### src/include/psr_regs.svh
// Purpose: constants for the pressure sensor two-wire readout port
// Assumes: included by bare name after the package
// Notes:   no software registers; these are bus and frame constants
//
// What this block does
// - SDA and SCL are only pulled low, never driven high; pull-ups make high.
// - answer one 7-bit address, fixed at build to 0x28, 0x36 or 0x46.
// - header is seven address bits then direction bit, 0 write, 1 read.
// - data-ready rises on fresh data, falls on the next bus transaction.
// - SDA falling while SCL high is start; bus is busy from then.
// - SDA rising while SCL high is stop; bus is free from then.
// - receiver pulls SDA low in the ninth clock to acknowledge a byte.
// - SDA left high in the ninth clock is a not-acknowledge.
// - master not-acknowledging a sent byte ends transmission, device goes idle.
// - all transfers are eight-bit bytes, MSB first, each with acknowledge.
// - after a read header the device drives SDA for the following bytes.
// - device acknowledges a read header carrying its own address.
// - acknowledged read header followed straight by stop starts one measurement.
// - first byte is status plus bridge 13..8, second byte bridge 7..0.
// - third byte carries temperature bits 10..3.
// - fourth byte carries temperature 2..0 on top, five undefined low bits.
// - device keeps sending bytes until master not-acknowledges and stops.
// - status bits read 00 for a fresh packet, 10 once already fetched.
`ifndef PSR_REGS_SVH
`define PSR_REGS_SVH
`define PSR_ADDR_DEFAULT 7'h28
`define PSR_DIR_READ     1'b1
`define PSR_STAT_FRESH   2'h0
`define PSR_STAT_STALE   2'h2
`define PSR_BIT_LAST     3'h7
`define PSR_HDR_BITS     4'h8
`define PSR_BYTE_LAST    2'h3
`define PSR_PAD_BITS     5'h00
`endif

### src/include/psr_pkg.sv
// Purpose: types of the pressure sensor readout port
// Assumes: nothing
// Notes:   constants live in psr_regs.svh
package psr_pkg;
   typedef enum logic [2:0] {
      PSR_IDLE   = 3'b000,
      PSR_ADDR   = 3'b001,
      PSR_HACK   = 3'b010,
      PSR_TX     = 3'b011,
      PSR_TACK   = 3'b100,
      PSR_TWAIT  = 3'b101,
      PSR_IGNORE = 3'b110
   } psr_state_t;

   typedef struct packed {
      logic [1:0]  status;
      logic [13:0] bridge;
      logic [10:0] temp;
   } psr_frame_t;
endpackage

### src/include/psr_line_if.sv
// Purpose: synchronised bus line levels and events between sampler and engine
// Assumes: one clock domain, core_clk_i
// Notes:   every event is a single-cycle pulse
`timescale 1ns/10ps
`default_nettype none
interface psr_line_if;
   logic scl;
   logic sda;
   logic scl_rise;
   logic scl_fall;
   logic start;
   logic stop;
   modport src (output scl, sda, scl_rise, scl_fall, start, stop);
   modport dst (input  scl, sda, scl_rise, scl_fall, start, stop);
endinterface
`default_nettype wire

### src/verilog/psr_i2c_slave.sv
// Purpose: two-wire slave readout of bridge and temperature results
// Assumes: SCL and SDA pins arrive asynchronously; result inputs are on core_clk_i
// Notes:   open-drain pins are split into level, drive value and enable
`timescale 1ns/10ps
`default_nettype none
`include "psr_regs.svh"
module psr_i2c_slave #(
   parameter logic [6:0] SLAVE_ADDR = `PSR_ADDR_DEFAULT
) (
   input  wire logic        core_clk_i,
   input  wire logic        rst_b_i,
   input  wire logic        scl_i,
   output var  logic        scl_o,
   output var  logic        scl_oe_o,
   input  wire logic        sda_i,
   output var  logic        sda_o,
   output var  logic        sda_oe_o,
   input  wire logic        data_valid_i,
   input  wire logic [13:0] bridge_data_i,
   input  wire logic [10:0] temp_data_i,
   output var  logic        meas_start_o,
   output var  logic        drdy_o,
   output var  logic        busy_o
);
   import psr_pkg::*;

   psr_line_if line ();

   psr_pin_sync u_sync (
      .core_clk_i (core_clk_i),
      .rst_b_i    (rst_b_i),
      .scl_i      (scl_i),
      .sda_i      (sda_i),
      .line       (line)
   );

   psr_state_t  state_q, state_d;
   logic [7:0]  shift_q, shift_d;
   logic [3:0]  cnt_q, cnt_d;
   logic [1:0]  idx_q, idx_d;
   logic        oe_q, oe_d;
   logic        mr_q, mr_d;
   logic        meas_q, meas_d;
   logic        busy_q, busy_d;
   logic        drdy_q, drdy_d;
   logic        stale_q, stale_d;
   logic [13:0] bridge_q, bridge_d;
   logic [10:0] temp_q, temp_d;
   psr_frame_t  frame_q, frame_d;
   logic [7:0]  next_byte;
   logic        hdr_ours;

   // byte picked by index; past the fourth the last one repeats
   always_comb begin
      case (idx_q)
         2'h0:    next_byte = {frame_q.status, frame_q.bridge[13:8]};
         2'h1:    next_byte = frame_q.bridge[7:0];
         2'h2:    next_byte = frame_q.temp[10:3];
         default: next_byte = {frame_q.temp[2:0], `PSR_PAD_BITS};
      endcase
   end

   assign hdr_ours = (shift_q[7:1] == SLAVE_ADDR) && (shift_q[0] == `PSR_DIR_READ);

   always_comb begin
      state_d = state_q;
      shift_d = shift_q;
      cnt_d   = cnt_q;
      idx_d   = idx_q;
      oe_d    = oe_q;
      mr_d    = mr_q;
      frame_d = frame_q;
      meas_d  = 1'b0;
      busy_d  = busy_q;
      if (line.start) begin
         // repeated start is taken from any state
         state_d = PSR_ADDR;
         busy_d  = 1'b1;
         cnt_d   = 4'h0;
         idx_d   = 2'h0;
         oe_d    = 1'b0;
         mr_d    = 1'b0;
      end else if (line.stop) begin
         state_d = PSR_IDLE;
         busy_d  = 1'b0;
         oe_d    = 1'b0;
         meas_d  = mr_q;
         mr_d    = 1'b0;
      end else begin
         case (state_q)
            PSR_IDLE: begin
               oe_d = 1'b0;
            end
            PSR_ADDR: begin
               if (line.scl_rise && cnt_q < `PSR_HDR_BITS) begin
                  shift_d = {shift_q[6:0], line.sda};
                  cnt_d   = cnt_q + 4'h1;
               end else if (line.scl_fall && cnt_q == `PSR_HDR_BITS) begin
                  if (hdr_ours) begin
                     state_d = PSR_HACK;
                     oe_d    = 1'b1;
                     frame_d = '{status: stale_q ? `PSR_STAT_STALE : `PSR_STAT_FRESH,
                                 bridge: bridge_q, temp: temp_q};
                  end else begin
                     state_d = PSR_IGNORE;
                  end
               end
            end
            PSR_HACK: begin
               if (line.scl_rise) begin
                  mr_d = 1'b1;
               end else if (line.scl_fall) begin
                  // direction turns round after a read header
                  state_d = PSR_TX;
                  idx_d   = 2'h0;
                  cnt_d   = 4'h0;
                  shift_d = next_byte;
                  oe_d    = ~next_byte[7];
               end
            end
            PSR_TX: begin
               // a rise here may still end in a stop; only a finished bit cancels the request
               if (line.scl_fall) begin
                  mr_d = 1'b0;
                  if (cnt_q[2:0] == `PSR_BIT_LAST) begin
                     state_d = PSR_TACK;
                     oe_d    = 1'b0;
                  end else begin
                     shift_d = {shift_q[6:0], 1'b0};
                     cnt_d   = cnt_q + 4'h1;
                     oe_d    = ~shift_q[6];
                  end
               end
            end
            PSR_TACK: begin
               if (line.scl_rise) begin
                  if (line.sda) begin
                     state_d = PSR_IDLE;
                  end else begin
                     state_d = PSR_TWAIT;
                     if (idx_q != `PSR_BYTE_LAST) begin
                        idx_d = idx_q + 2'h1;
                     end
                  end
               end
            end
            PSR_TWAIT: begin
               if (line.scl_fall) begin
                  state_d = PSR_TX;
                  cnt_d   = 4'h0;
                  shift_d = next_byte;
                  oe_d    = ~next_byte[7];
               end
            end
            PSR_IGNORE: begin
               oe_d = 1'b0;
            end
            default: begin
               state_d = PSR_IDLE;
               oe_d    = 1'b0;
            end
         endcase
      end
   end

   // result holding and flags; a new result beats a same-cycle fetch
   always_comb begin
      bridge_d = bridge_q;
      temp_d   = temp_q;
      stale_d  = stale_q;
      drdy_d   = drdy_q;
      if (line.start) begin
         drdy_d = 1'b0;
      end
      if (state_q == PSR_TACK && line.scl_rise) begin
         stale_d = 1'b1;
      end
      if (data_valid_i) begin
         bridge_d = bridge_data_i;
         temp_d   = temp_data_i;
         stale_d  = 1'b0;
         drdy_d   = 1'b1;
      end
   end

   always_ff @(posedge core_clk_i or negedge rst_b_i) begin
      if (!rst_b_i) begin
         state_q  <= PSR_IDLE;
         shift_q  <= 8'h00;
         cnt_q    <= 4'h0;
         idx_q    <= 2'h0;
         oe_q     <= 1'b0;
         mr_q     <= 1'b0;
         meas_q   <= 1'b0;
         busy_q   <= 1'b0;
         drdy_q   <= 1'b0;
         stale_q  <= 1'b1;
         bridge_q <= 14'h0000;
         temp_q   <= 11'h000;
         frame_q  <= '0;
      end else begin
         state_q  <= state_d;
         shift_q  <= shift_d;
         cnt_q    <= cnt_d;
         idx_q    <= idx_d;
         oe_q     <= oe_d;
         mr_q     <= mr_d;
         meas_q   <= meas_d;
         busy_q   <= busy_d;
         drdy_q   <= drdy_d;
         stale_q  <= stale_d;
         bridge_q <= bridge_d;
         temp_q   <= temp_d;
         frame_q  <= frame_d;
      end
   end

   // pins only ever pull low; the pull-up supplies high
   logic pin_low_q;
   always_ff @(posedge core_clk_i or negedge rst_b_i) begin
      if (!rst_b_i) begin
         pin_low_q <= 1'b0;
      end else begin
         pin_low_q <= 1'b0;
      end
   end

   assign sda_o        = pin_low_q;
   assign scl_o        = pin_low_q;
   assign sda_oe_o     = oe_q;
   assign scl_oe_o     = pin_low_q;
   assign meas_start_o = meas_q;
   assign drdy_o       = drdy_q;
   assign busy_o       = busy_q;
endmodule
`default_nettype wire

### src/verilog/psr_pin_sync.sv
// Purpose: three-flop sampling of SCL and SDA plus edge and condition detection
// Assumes: SCL far slower than core_clk_i
// Notes:   events come from the second and third stages only
`timescale 1ns/10ps
`default_nettype none
module psr_pin_sync (
   input  wire logic core_clk_i,
   input  wire logic rst_b_i,
   input  wire logic scl_i,
   input  wire logic sda_i,
   psr_line_if.src   line
);
   logic [2:0] scl_q, scl_d;
   logic [2:0] sda_q, sda_d;
   logic       rise_d, fall_d, start_d, stop_d;
   logic       rise_q, fall_q, start_q, stop_q;

   always_comb begin
      scl_d   = {scl_q[1:0], scl_i};
      sda_d   = {sda_q[1:0], sda_i};
      rise_d  = scl_q[1] & ~scl_q[2];
      fall_d  = ~scl_q[1] & scl_q[2];
      // data edge while clock stays high marks start or stop
      start_d = scl_q[1] & scl_q[2] & sda_q[2] & ~sda_q[1];
      stop_d  = scl_q[1] & scl_q[2] & ~sda_q[2] & sda_q[1];
   end

   always_ff @(posedge core_clk_i or negedge rst_b_i) begin
      if (!rst_b_i) begin
         scl_q   <= 3'h7;
         sda_q   <= 3'h7;
         rise_q  <= 1'b0;
         fall_q  <= 1'b0;
         start_q <= 1'b0;
         stop_q  <= 1'b0;
      end else begin
         scl_q   <= scl_d;
         sda_q   <= sda_d;
         rise_q  <= rise_d;
         fall_q  <= fall_d;
         start_q <= start_d;
         stop_q  <= stop_d;
      end
   end

   assign line.scl      = scl_q[2];
   assign line.sda      = sda_q[2];
   assign line.scl_rise = rise_q;
   assign line.scl_fall = fall_q;
   assign line.start    = start_q;
   assign line.stop     = stop_q;
endmodule
`default_nettype wire

### config.mk
export PLATFORM = sky130hd
export DESIGN_NAME = psr_i2c_slave
export DESIGN_NICKNAME = d
export VERILOG_FILES = /design/src/include/psr_pkg.sv /design/src/include/psr_line_if.sv /design/src/verilog/psr_i2c_slave.sv /design/src/verilog/psr_pin_sync.sv
export VERILOG_INCLUDE_DIRS = /design/src /design/src/include
export SDC_FILE = /design/constraint.sdc
export NUM_CORES = 1
export LEC_CHECK = 0
export ABC_AREA = 1
export BUFFER_PORTS_ARGS = -buffer_cell sky130_fd_sc_hd__buf_2
export CAP_MARGIN = 10
export CORE_MARGIN = 1
export CORE_UTILIZATION = 53
export CTS_CLUSTER_DIAMETER = 30
export DETAILED_ROUTE_END_ITERATION = 10
export PLACE_DENSITY = 0.84
export REMOVE_ABC_BUFFERS = 1
export SETUP_SLACK_MARGIN = 0.1
export SYNTH_ARGS = -nofsm -noshare
export SYNTH_HDL_FRONTEND = slang
export SYNTH_SLANG_ARGS = --single-unit
### constraint.sdc
create_clock -name core_clk_i -period 1.5 [get_ports core_clk_i]
set_input_delay 0.225 -clock core_clk_i [delete_from_list [all_inputs] [get_ports core_clk_i]]
set_output_delay 0.225 -clock core_clk_i [all_outputs]
set_load 0.03 [all_outputs]
==> impl_metrics.csv, run 1 <==
group,metric,value,unit
worst_hold_path,min_from,"bridge_data_i[1]",
critical_path,crit_path_end_kind,"register",
cells_and_area,fin_cells,666,
cells_and_area,fin_util,0.699,
flow_run,cap_violations,0,
cts,cts_sinks,84,
timing,clock_skew,0.0149,ns
run_status,violations,"setup timing",
floorplanning,std_cell_rows,31,
worst_hold_path,min_path_cells,3,
critical_path,worst-r2r-cell-count,8,
floorplanning,dieHeight,89.5,µm
critical_path,reg2reg_from,"idx_q[1]$_DFFE_PN0P_",
timing,finalSetupViolations,40,
synthesis,syn_inst,492,
grt,gr-total-overflow,0,
route,drtAntennaViolNets,0,
grt,grt_pass1_wl,15.4,mm
route,drcViolationCount,0,
cells_and_area,fill_cells,530,
synthesis,synthesis.area,4060,µm²
route,totalWireLength,9.71,mm
synthesis,yosysSeqAreaShare,0.520,
route,first_pass_iters,5,
timing,hold_viol_final,0,
timing,maxSlewViolCount,0,
cts,clk_latency,0.37,ns
floorplanning,design.portCount,37,
cts,numCtsBuffers,9,
synthesis,synth-seq-cells,84,
critical_path,critPathRequiredTime,1.77,ns
synthesis,synth_top_area_share,0.475,
place,portBuffers,33,
synthesis,synth_area_per_cell,8.24,µm²
floorplanning,die_width,89.5,µm
route,drt_iter0_drc,229,
synthesis,synth-async-reset-ratio,1.00,
worst_hold_path,holdPathEnd,"bridge_q[1]$_DFFE_PN0P_",
timing,rsz0062_at_grt,"yes",
power,power_density,1510,nW/µm²
critical_path,path_class,"reg -> reg",
route,routedWlPerCell,14.6,µm
synthesis,synth.distinct_cells,33,
place,gp_congestion,0.832,
timing,fin_crit_sh,1.12,
timing,clock.fmax,596,MHz
power,peakVddDrop,0.750,mV
grt,grt_max_degree,53,
synthesis,synth.largest_area_cell,"dfrtp_1",
grt,antenna_found_initial,0,
cts,clk_pin_slew,0.10,ns
power,leakagePower,2.52,nW
critical_path,crit_arrival,1.95,ns
synthesis,yosysMostFrequentCell,"nand2_1",
synthesis,yosysWarnings,0,
place,dp.cells,631,
critical_path,start_kind,"register",
worst_hold_path,hold_class,"in -> reg",
cells_and_area,n_antenna_cell,0,
synthesis,synth_common_cells,"149 x nand2_1, 77 x dfrtp_1, 49 x inv_1",
run_status,outcome,"complete, but fails checks",
timing,fin_crit,1.68,ns
floorplanning,start_util,0.553,
synthesis,netlist_top_cells_area,"dfrtp_1 48%, nand2_1 14%, dfstp_2 4.5%",
cts,root_buffer,"clkbuf_8",
critical_path,rr_endpoint,"shift_q[5]$_DFFE_PN0P_",
synthesis,synth_edf_count,0,
cells_and_area,multi_input_area,1870,µm²
cts,clockBufferDepth,2,
grt,grt_pass1_vias,3424,
timing,setup_slack,-0.177,ns
cts,cts_tree,"done",
route,vias,3547,
critical_path,cp_max_fo,8,
cells_and_area,area_delta_synth_final,26.3,%
cells_and_area,drive_gt1_frac,0.317,
place,post-dp-hpwl,6.12,mm
floorplanning,die_area,8010,µm²
cells_and_area,nets,599,
cells_and_area,ff_latch_area,2120,µm²
cts,ctsHtreeMaxLevel,3,
floorplanning,core_area,7330,µm²
route,viasPerCell,5.33,
synthesis,ys.flop_type,"dfrtp_1",
critical_path,ff2ff_setup_slack,-0.18,ns
grt,grt_util_all_layers,0.260,
[power by group]
part / leakage, nW / internal [mW] / switching (mW)
clock network: 0.0993 / 0.645 / 0.941
logic: 1.35 / 1.38 / 1.95
registers: 1.07 / 2.56 / 0.274
total: 2.52 / 4.58 / 3.16
[registers in the layout, indices dropped and copies added, names as in the netlist, 2 cells and up]
| signal | count |
|---|---|
| shift_q | 8 |
| state_q | 3 |
| temp_q | 11 |
| frame_q | 26 |
| bridge_q | 14 |
| u_sync.sda_q | 3 |
| idx_q | 2 |
| cnt_q | 4 |
| u_sync.scl_q | 3 |
[through the flow]
stage	worst slack [ns]	power, mW	hold WS (ns)	area, µm²	TNS [ns]
finish	-0.177	7.74	0.0529	5120	-1.62
global route	-0.188	8.15	0.0613	5120	-5.22
CTS	-0.0565	7.13	0.0478	4890	-0.419
detailed placement	-0.0327	5.12	0.199	4460	-0.128
global placement	-0.0108	5.02	0.192	4460	-0.0210
floorplan	-0.142	4.31	-0.0706	3930	-3.70
[worst max path at each step]
stage                                 from                 endpoint  slack (ns)  cells after the start
detailed placement  state_q[1]$_DFFE_PN0P_   shift_q[5]$_DFFE_PN0P_       -0.03                      9
global placement      idx_q[0]$_DFFE_PN0P_   shift_q[7]$_DFFE_PN0P_       -0.01                      8
floorplan             cnt_q[0]$_DFFE_PN0P_   frame_q[0]$_DFFE_PN0P_       -0.14                      7
global route          idx_q[1]$_DFFE_PN0P_   shift_q[5]$_DFFE_PN0P_       -0.19                      8
CTS                   cnt_q[1]$_DFFE_PN0P_  frame_q[17]$_DFFE_PN0P_       -0.06                      9
finish                idx_q[1]$_DFFE_PN0P_   shift_q[5]$_DFFE_PN0P_       -0.18                      8
[cell families after synthesis]
logic type,Yosys count,synth area share
compound gates,80,0.104
simple gates,239,0.262
xor+xnor,1,0.00216
other cells,1,0.000924
buf+inv,80,0.0885
flops,84,0.520
fa+ha+maj,7,0.0216
[area by class of cell]
type,instances,area share
flip-flops and latches,84,0.413
clock buffers,9,0.0242
well taps,99,0.0242
clock inverters,7,0.0132
repair buffers,78,0.115
inverters,58,0.0445
multi-input cells,331,0.366
[layout by cell type (no fill, tap or decap), drive strengths merged]
cell type    count
a21o             1
a21oi           12
a31oi            3
buf             75
clkbuf           9
clkinv           4
conb             3
dfrtp           77
dfstp            7
dlygate4sd3      3
ha               7
inv             61
nand2          157
nand3           38
nand3b           3
nand4            1
nor2            38
nor3             3
o211ai           2
o21a             1
o21ai           61
xor2             1
[metal layers]
metal | global-route usage | up-vias | part of all wire
li1 | - | 1692 | -
met1 | 0.319 | 1679 | 0.41
met2 | 0.448 | 146 | 0.51
met3 | 0.0462 | 30 | 0.045
met4 | 0.121 | 0 | 0.033
met5 | 0 | - | 0
[critical path: stages (launching register included)]
cell	delay [ns]
dfrtp_1	0.46
inv_2	0.10
ha_4	0.21
a21oi_1	0.18
nand3_1	0.14
o211ai_1	0.16
nand2_1	0.13
nor2_2	0.14
nor2_1	0.05
[timing repair]
| item | in CTS | in global routing |
|---|---|---|
| resized for setup | 40 | 44 |
| endpoints found under the hold margin | 30 | 0 |
| pin swaps | 18 | 21 |
| setup buffers | 8 | 7 |
| hold buffers | 3 | 0 |
| gates cloned | 1 | 0 |
| setup endpoints to repair | 45 | 45 |
Power figures use the tool's default switching activity.
==> run 2: changes to the inputs <==
- CORE_UTILIZATION: 53 -> 35
- CTS_CLUSTER_SIZE: unset -> 25
- GPL_TIMING_DRIVEN: unset -> 0
- PLACE_DENSITY: 0.84 -> 0.63
==> run 2 against run 1 <==
  * Hold slack improved by 0.028 ns
  * Sequential share of layout area decreased by 2.3 points
  * Critical endpoint is now state_q[2]$_DFFE_PN0P_
  * Critical path type unchanged
  * Register-to-register slack improved by 0.09 ns
  * Largest power group unchanged
  * Flip-flop and latch count unchanged
  * First-iteration DRC count decreased by 30%
  * Final area increased by 5.9%
  * The run still ends with setup timing left
  * Non-clock buffer count decreased by 10
  * Power increased by 10%
  * Core utilization decreased by 21 points
==> impl_metrics.csv, run 2 (synthesis results as in run 1) <==
group,metric,value,unit
cts,clockBufferDepth,2,
critical_path,crit_path_end_kind,"register",
route,totalWireLength,10.1,mm
route,drtAntennaViolNets,0,
floorplanning,core_area,11100,µm²
power,power_frac_comb,0.386,
power,clkPwrFrac,0.278,
place,dp_slack,-0.562,ns
floorplanning,die_width,110,µm
cells_and_area,reg.largest.list,"frame_q x26, bridge_q x14, temp_q x11",
flow_run,cap_violations,0,
power,peakVddDrop,0.619,mV
worst_hold_path,min_from,"bridge_data_i[2]",
critical_path,critPathRequiredTime,1.78,ns
timing,setup_tns,-1.87,ns
cells_and_area,n_antenna_cell,0,
cts,clk_latency,0.34,ns
route,vias,3416,
power,total_power,8.54,mW
grt,grt_max_degree,54,
timing,clock.fmax,631,MHz
cells_and_area,largest_reg_flops,26,
grt,antenna_found_initial,0,
power,seqPwrFrac,0.336,
worst_hold_path,hold_class,"in -> reg",
timing,setup_slack,-0.0853,ns
power,power_density,1570,nW/µm²
timing,fin_crit,1.59,ns
power,leakagePower,2.62,nW
grt,grt_util_all_layers,0.179,
place,post-dp-hpwl,5.72,mm
route,first_pass_iters,4,
cts,cts_tree,"done",
route,drt_iter0_drc,161,
route,drcViolationCount,0,
cells_and_area,fin_cells,702,
timing,relSlewSlack,0.502,
critical_path,rr_endpoint,"state_q[2]$_DFFE_PN0P_",
timing,rsz0062_at_grt,"yes",
place,dp.cells,646,
worst_hold_path,min_path_cells,3,
cells_and_area,multi_input_area,2030,µm²
cells_and_area,drive_gt1_frac,0.336,
cts,ctsHtreeMaxLevel,3,
floorplanning,die_area,12000,µm²
worst_hold_path,holdPathEnd,"bridge_q[2]$_DFFE_PN0P_",
cts,cts_sinks,84,
floorplanning,start_util,0.366,
timing,maxSlewViolCount,0,
critical_path,cp_max_fo,6,
cts,root_buffer,"clkbuf_16",
timing,clock_skew,0.00556,ns
cts,numCtsBuffers,9,
floorplanning,design.portCount,37,
place,portBuffers,33,
power,swShare,0.373,
cells_and_area,fill_cells,1037,
timing,worst_slew_pin_slew,0.747,ns
cells_and_area,final_cell_mix,"117 x nand2_1, 72 x dfrtp_1, 47 x inv_1",
critical_path,ff2ff_setup_slack,-0.09,ns
timing,fin_crit_sh,1.06,
grt,gr-total-overflow,0,
grt,grt_pass1_wl,16.1,mm
route,routedWlPerCell,14.4,µm
floorplanning,std_cell_rows,38,
floorplanning,dieHeight,110,µm
cells_and_area,fin_util,0.490,
critical_path,crit_arrival,1.87,ns
run_status,violations,"setup timing",
grt,grt_pass1_vias,3295,
run_status,outcome,"complete, but fails checks",
critical_path,path_class,"reg -> reg",
cells_and_area,ff_latch_area,2120,µm²
cts,clk_pin_slew,0.06,ns
cells_and_area,mostFrequentLayoutCell,"nand2_1",
cells_and_area,nets,594,
power,p_int,5.36,mW
timing,hold_viol_final,0,
cells_and_area,top_register,"frame_q",
route,viasPerCell,4.87,
power,switching_power,3.19,mW
timing,finalSetupViolations,42,
critical_path,reg2reg_from,"cnt_q[0]$_DFFE_PN0P_",
place,gp_congestion,0.875,
critical_path,start_kind,"register",
cells_and_area,area_delta_synth_final,33.7,%
critical_path,worst-r2r-cell-count,10,
==> run 2: cell types whose count changed in the layout (fill, tap and decap cells not counted), moves of 4 or more <==
cell and delta:
nand4_4 +4, o21ai_2 +5, clkbuf_8 -9, clkbuf_16 +9
buf_4 -13, o21ai_1 -5, nand3_2 -4, nand2_1 -13
nand2_2 +11
==> run 2: area by class of cell <==
type,instances,area share
timing repair buffer,68,0.105
clock inverter,4,0.0136
tap,140,0.0323
sequential,84,0.390
multi-input combinational,336,0.374
inverter,58,0.0418
clock buffer,12,0.0436
==> run 2: through the flow <==
step                hold WS (ns)  cell area [µm²]
floorplan                -0.0706             3930
global placement           0.330             4270
detailed placement         0.206             4300
CTS                       0.0797             5080
global route              0.0952             5420
finish                    0.0813             5420
==> run 2: what timing repair did <==
action / 4_1_cts / 5_1_grt
resized for setup: 41 / 65
cloned: 5 / 1
endpoints found under the setup margin: 44 / 44
setup buffers: 19 / 12
endpoints found under the hold margin: 32 / 0
hold buffers: 3 / 0
pin swaps: 20 / 30
==> run 2: worst max-delay path: stages, from the launching register on <==
cell and delay, ns:
dfrtp_1 0.43, inv_1 0.08, ha_2 0.17, nand2_2 0.07, nor3_4 0.16, buf_12 0.17
nor2_4 0.06, nor2_4 0.14, buf_6 0.11, nand3_2 0.07, nand2_1 0.07
==> run 2: layer usage <==
layer | track usage | share of wire
met3 | 0.0385 | 0.040
met4 | 0.0714 | 0.022
met5 | 0 | 0
met1 | 0.240 | 0.44
met2 | 0.282 | 0.49
==> run 2: power by group through the flow <==
stage	Combinational (mW)	Sequential (mW)	Clock (mW)
final	3.30	2.87	2.37
after global routing	3.59	2.90	2.51
after CTS	2.69	2.83	2.41
after detailed placement	2.01	2.86	0
after global placement	1.97	2.84	0
after floorplan	1.50	2.81	0
==> run 2: worst max-delay path by stage <==
stage / end / start / cells past startpoint / slack [ns]
global route: state_q[2]$_DFFE_PN0P_ / cnt_q[0]$_DFFE_PN0P_ / 10 / -0.16
finish: state_q[2]$_DFFE_PN0P_ / cnt_q[0]$_DFFE_PN0P_ / 10 / -0.09
detailed placement: frame_q[22]$_DFFE_PN0P_ / cnt_q[0]$_DFFE_PN0P_ / 7 / -0.56
floorplan: frame_q[0]$_DFFE_PN0P_ / cnt_q[0]$_DFFE_PN0P_ / 7 / -0.14
global placement: frame_q[13]$_DFFE_PN0P_ / cnt_q[0]$_DFFE_PN0P_ / 7 / -0.51
CTS: frame_q[22]$_DFFE_PN0P_ / cnt_q[0]$_DFFE_PN0P_ / 9 / -0.08
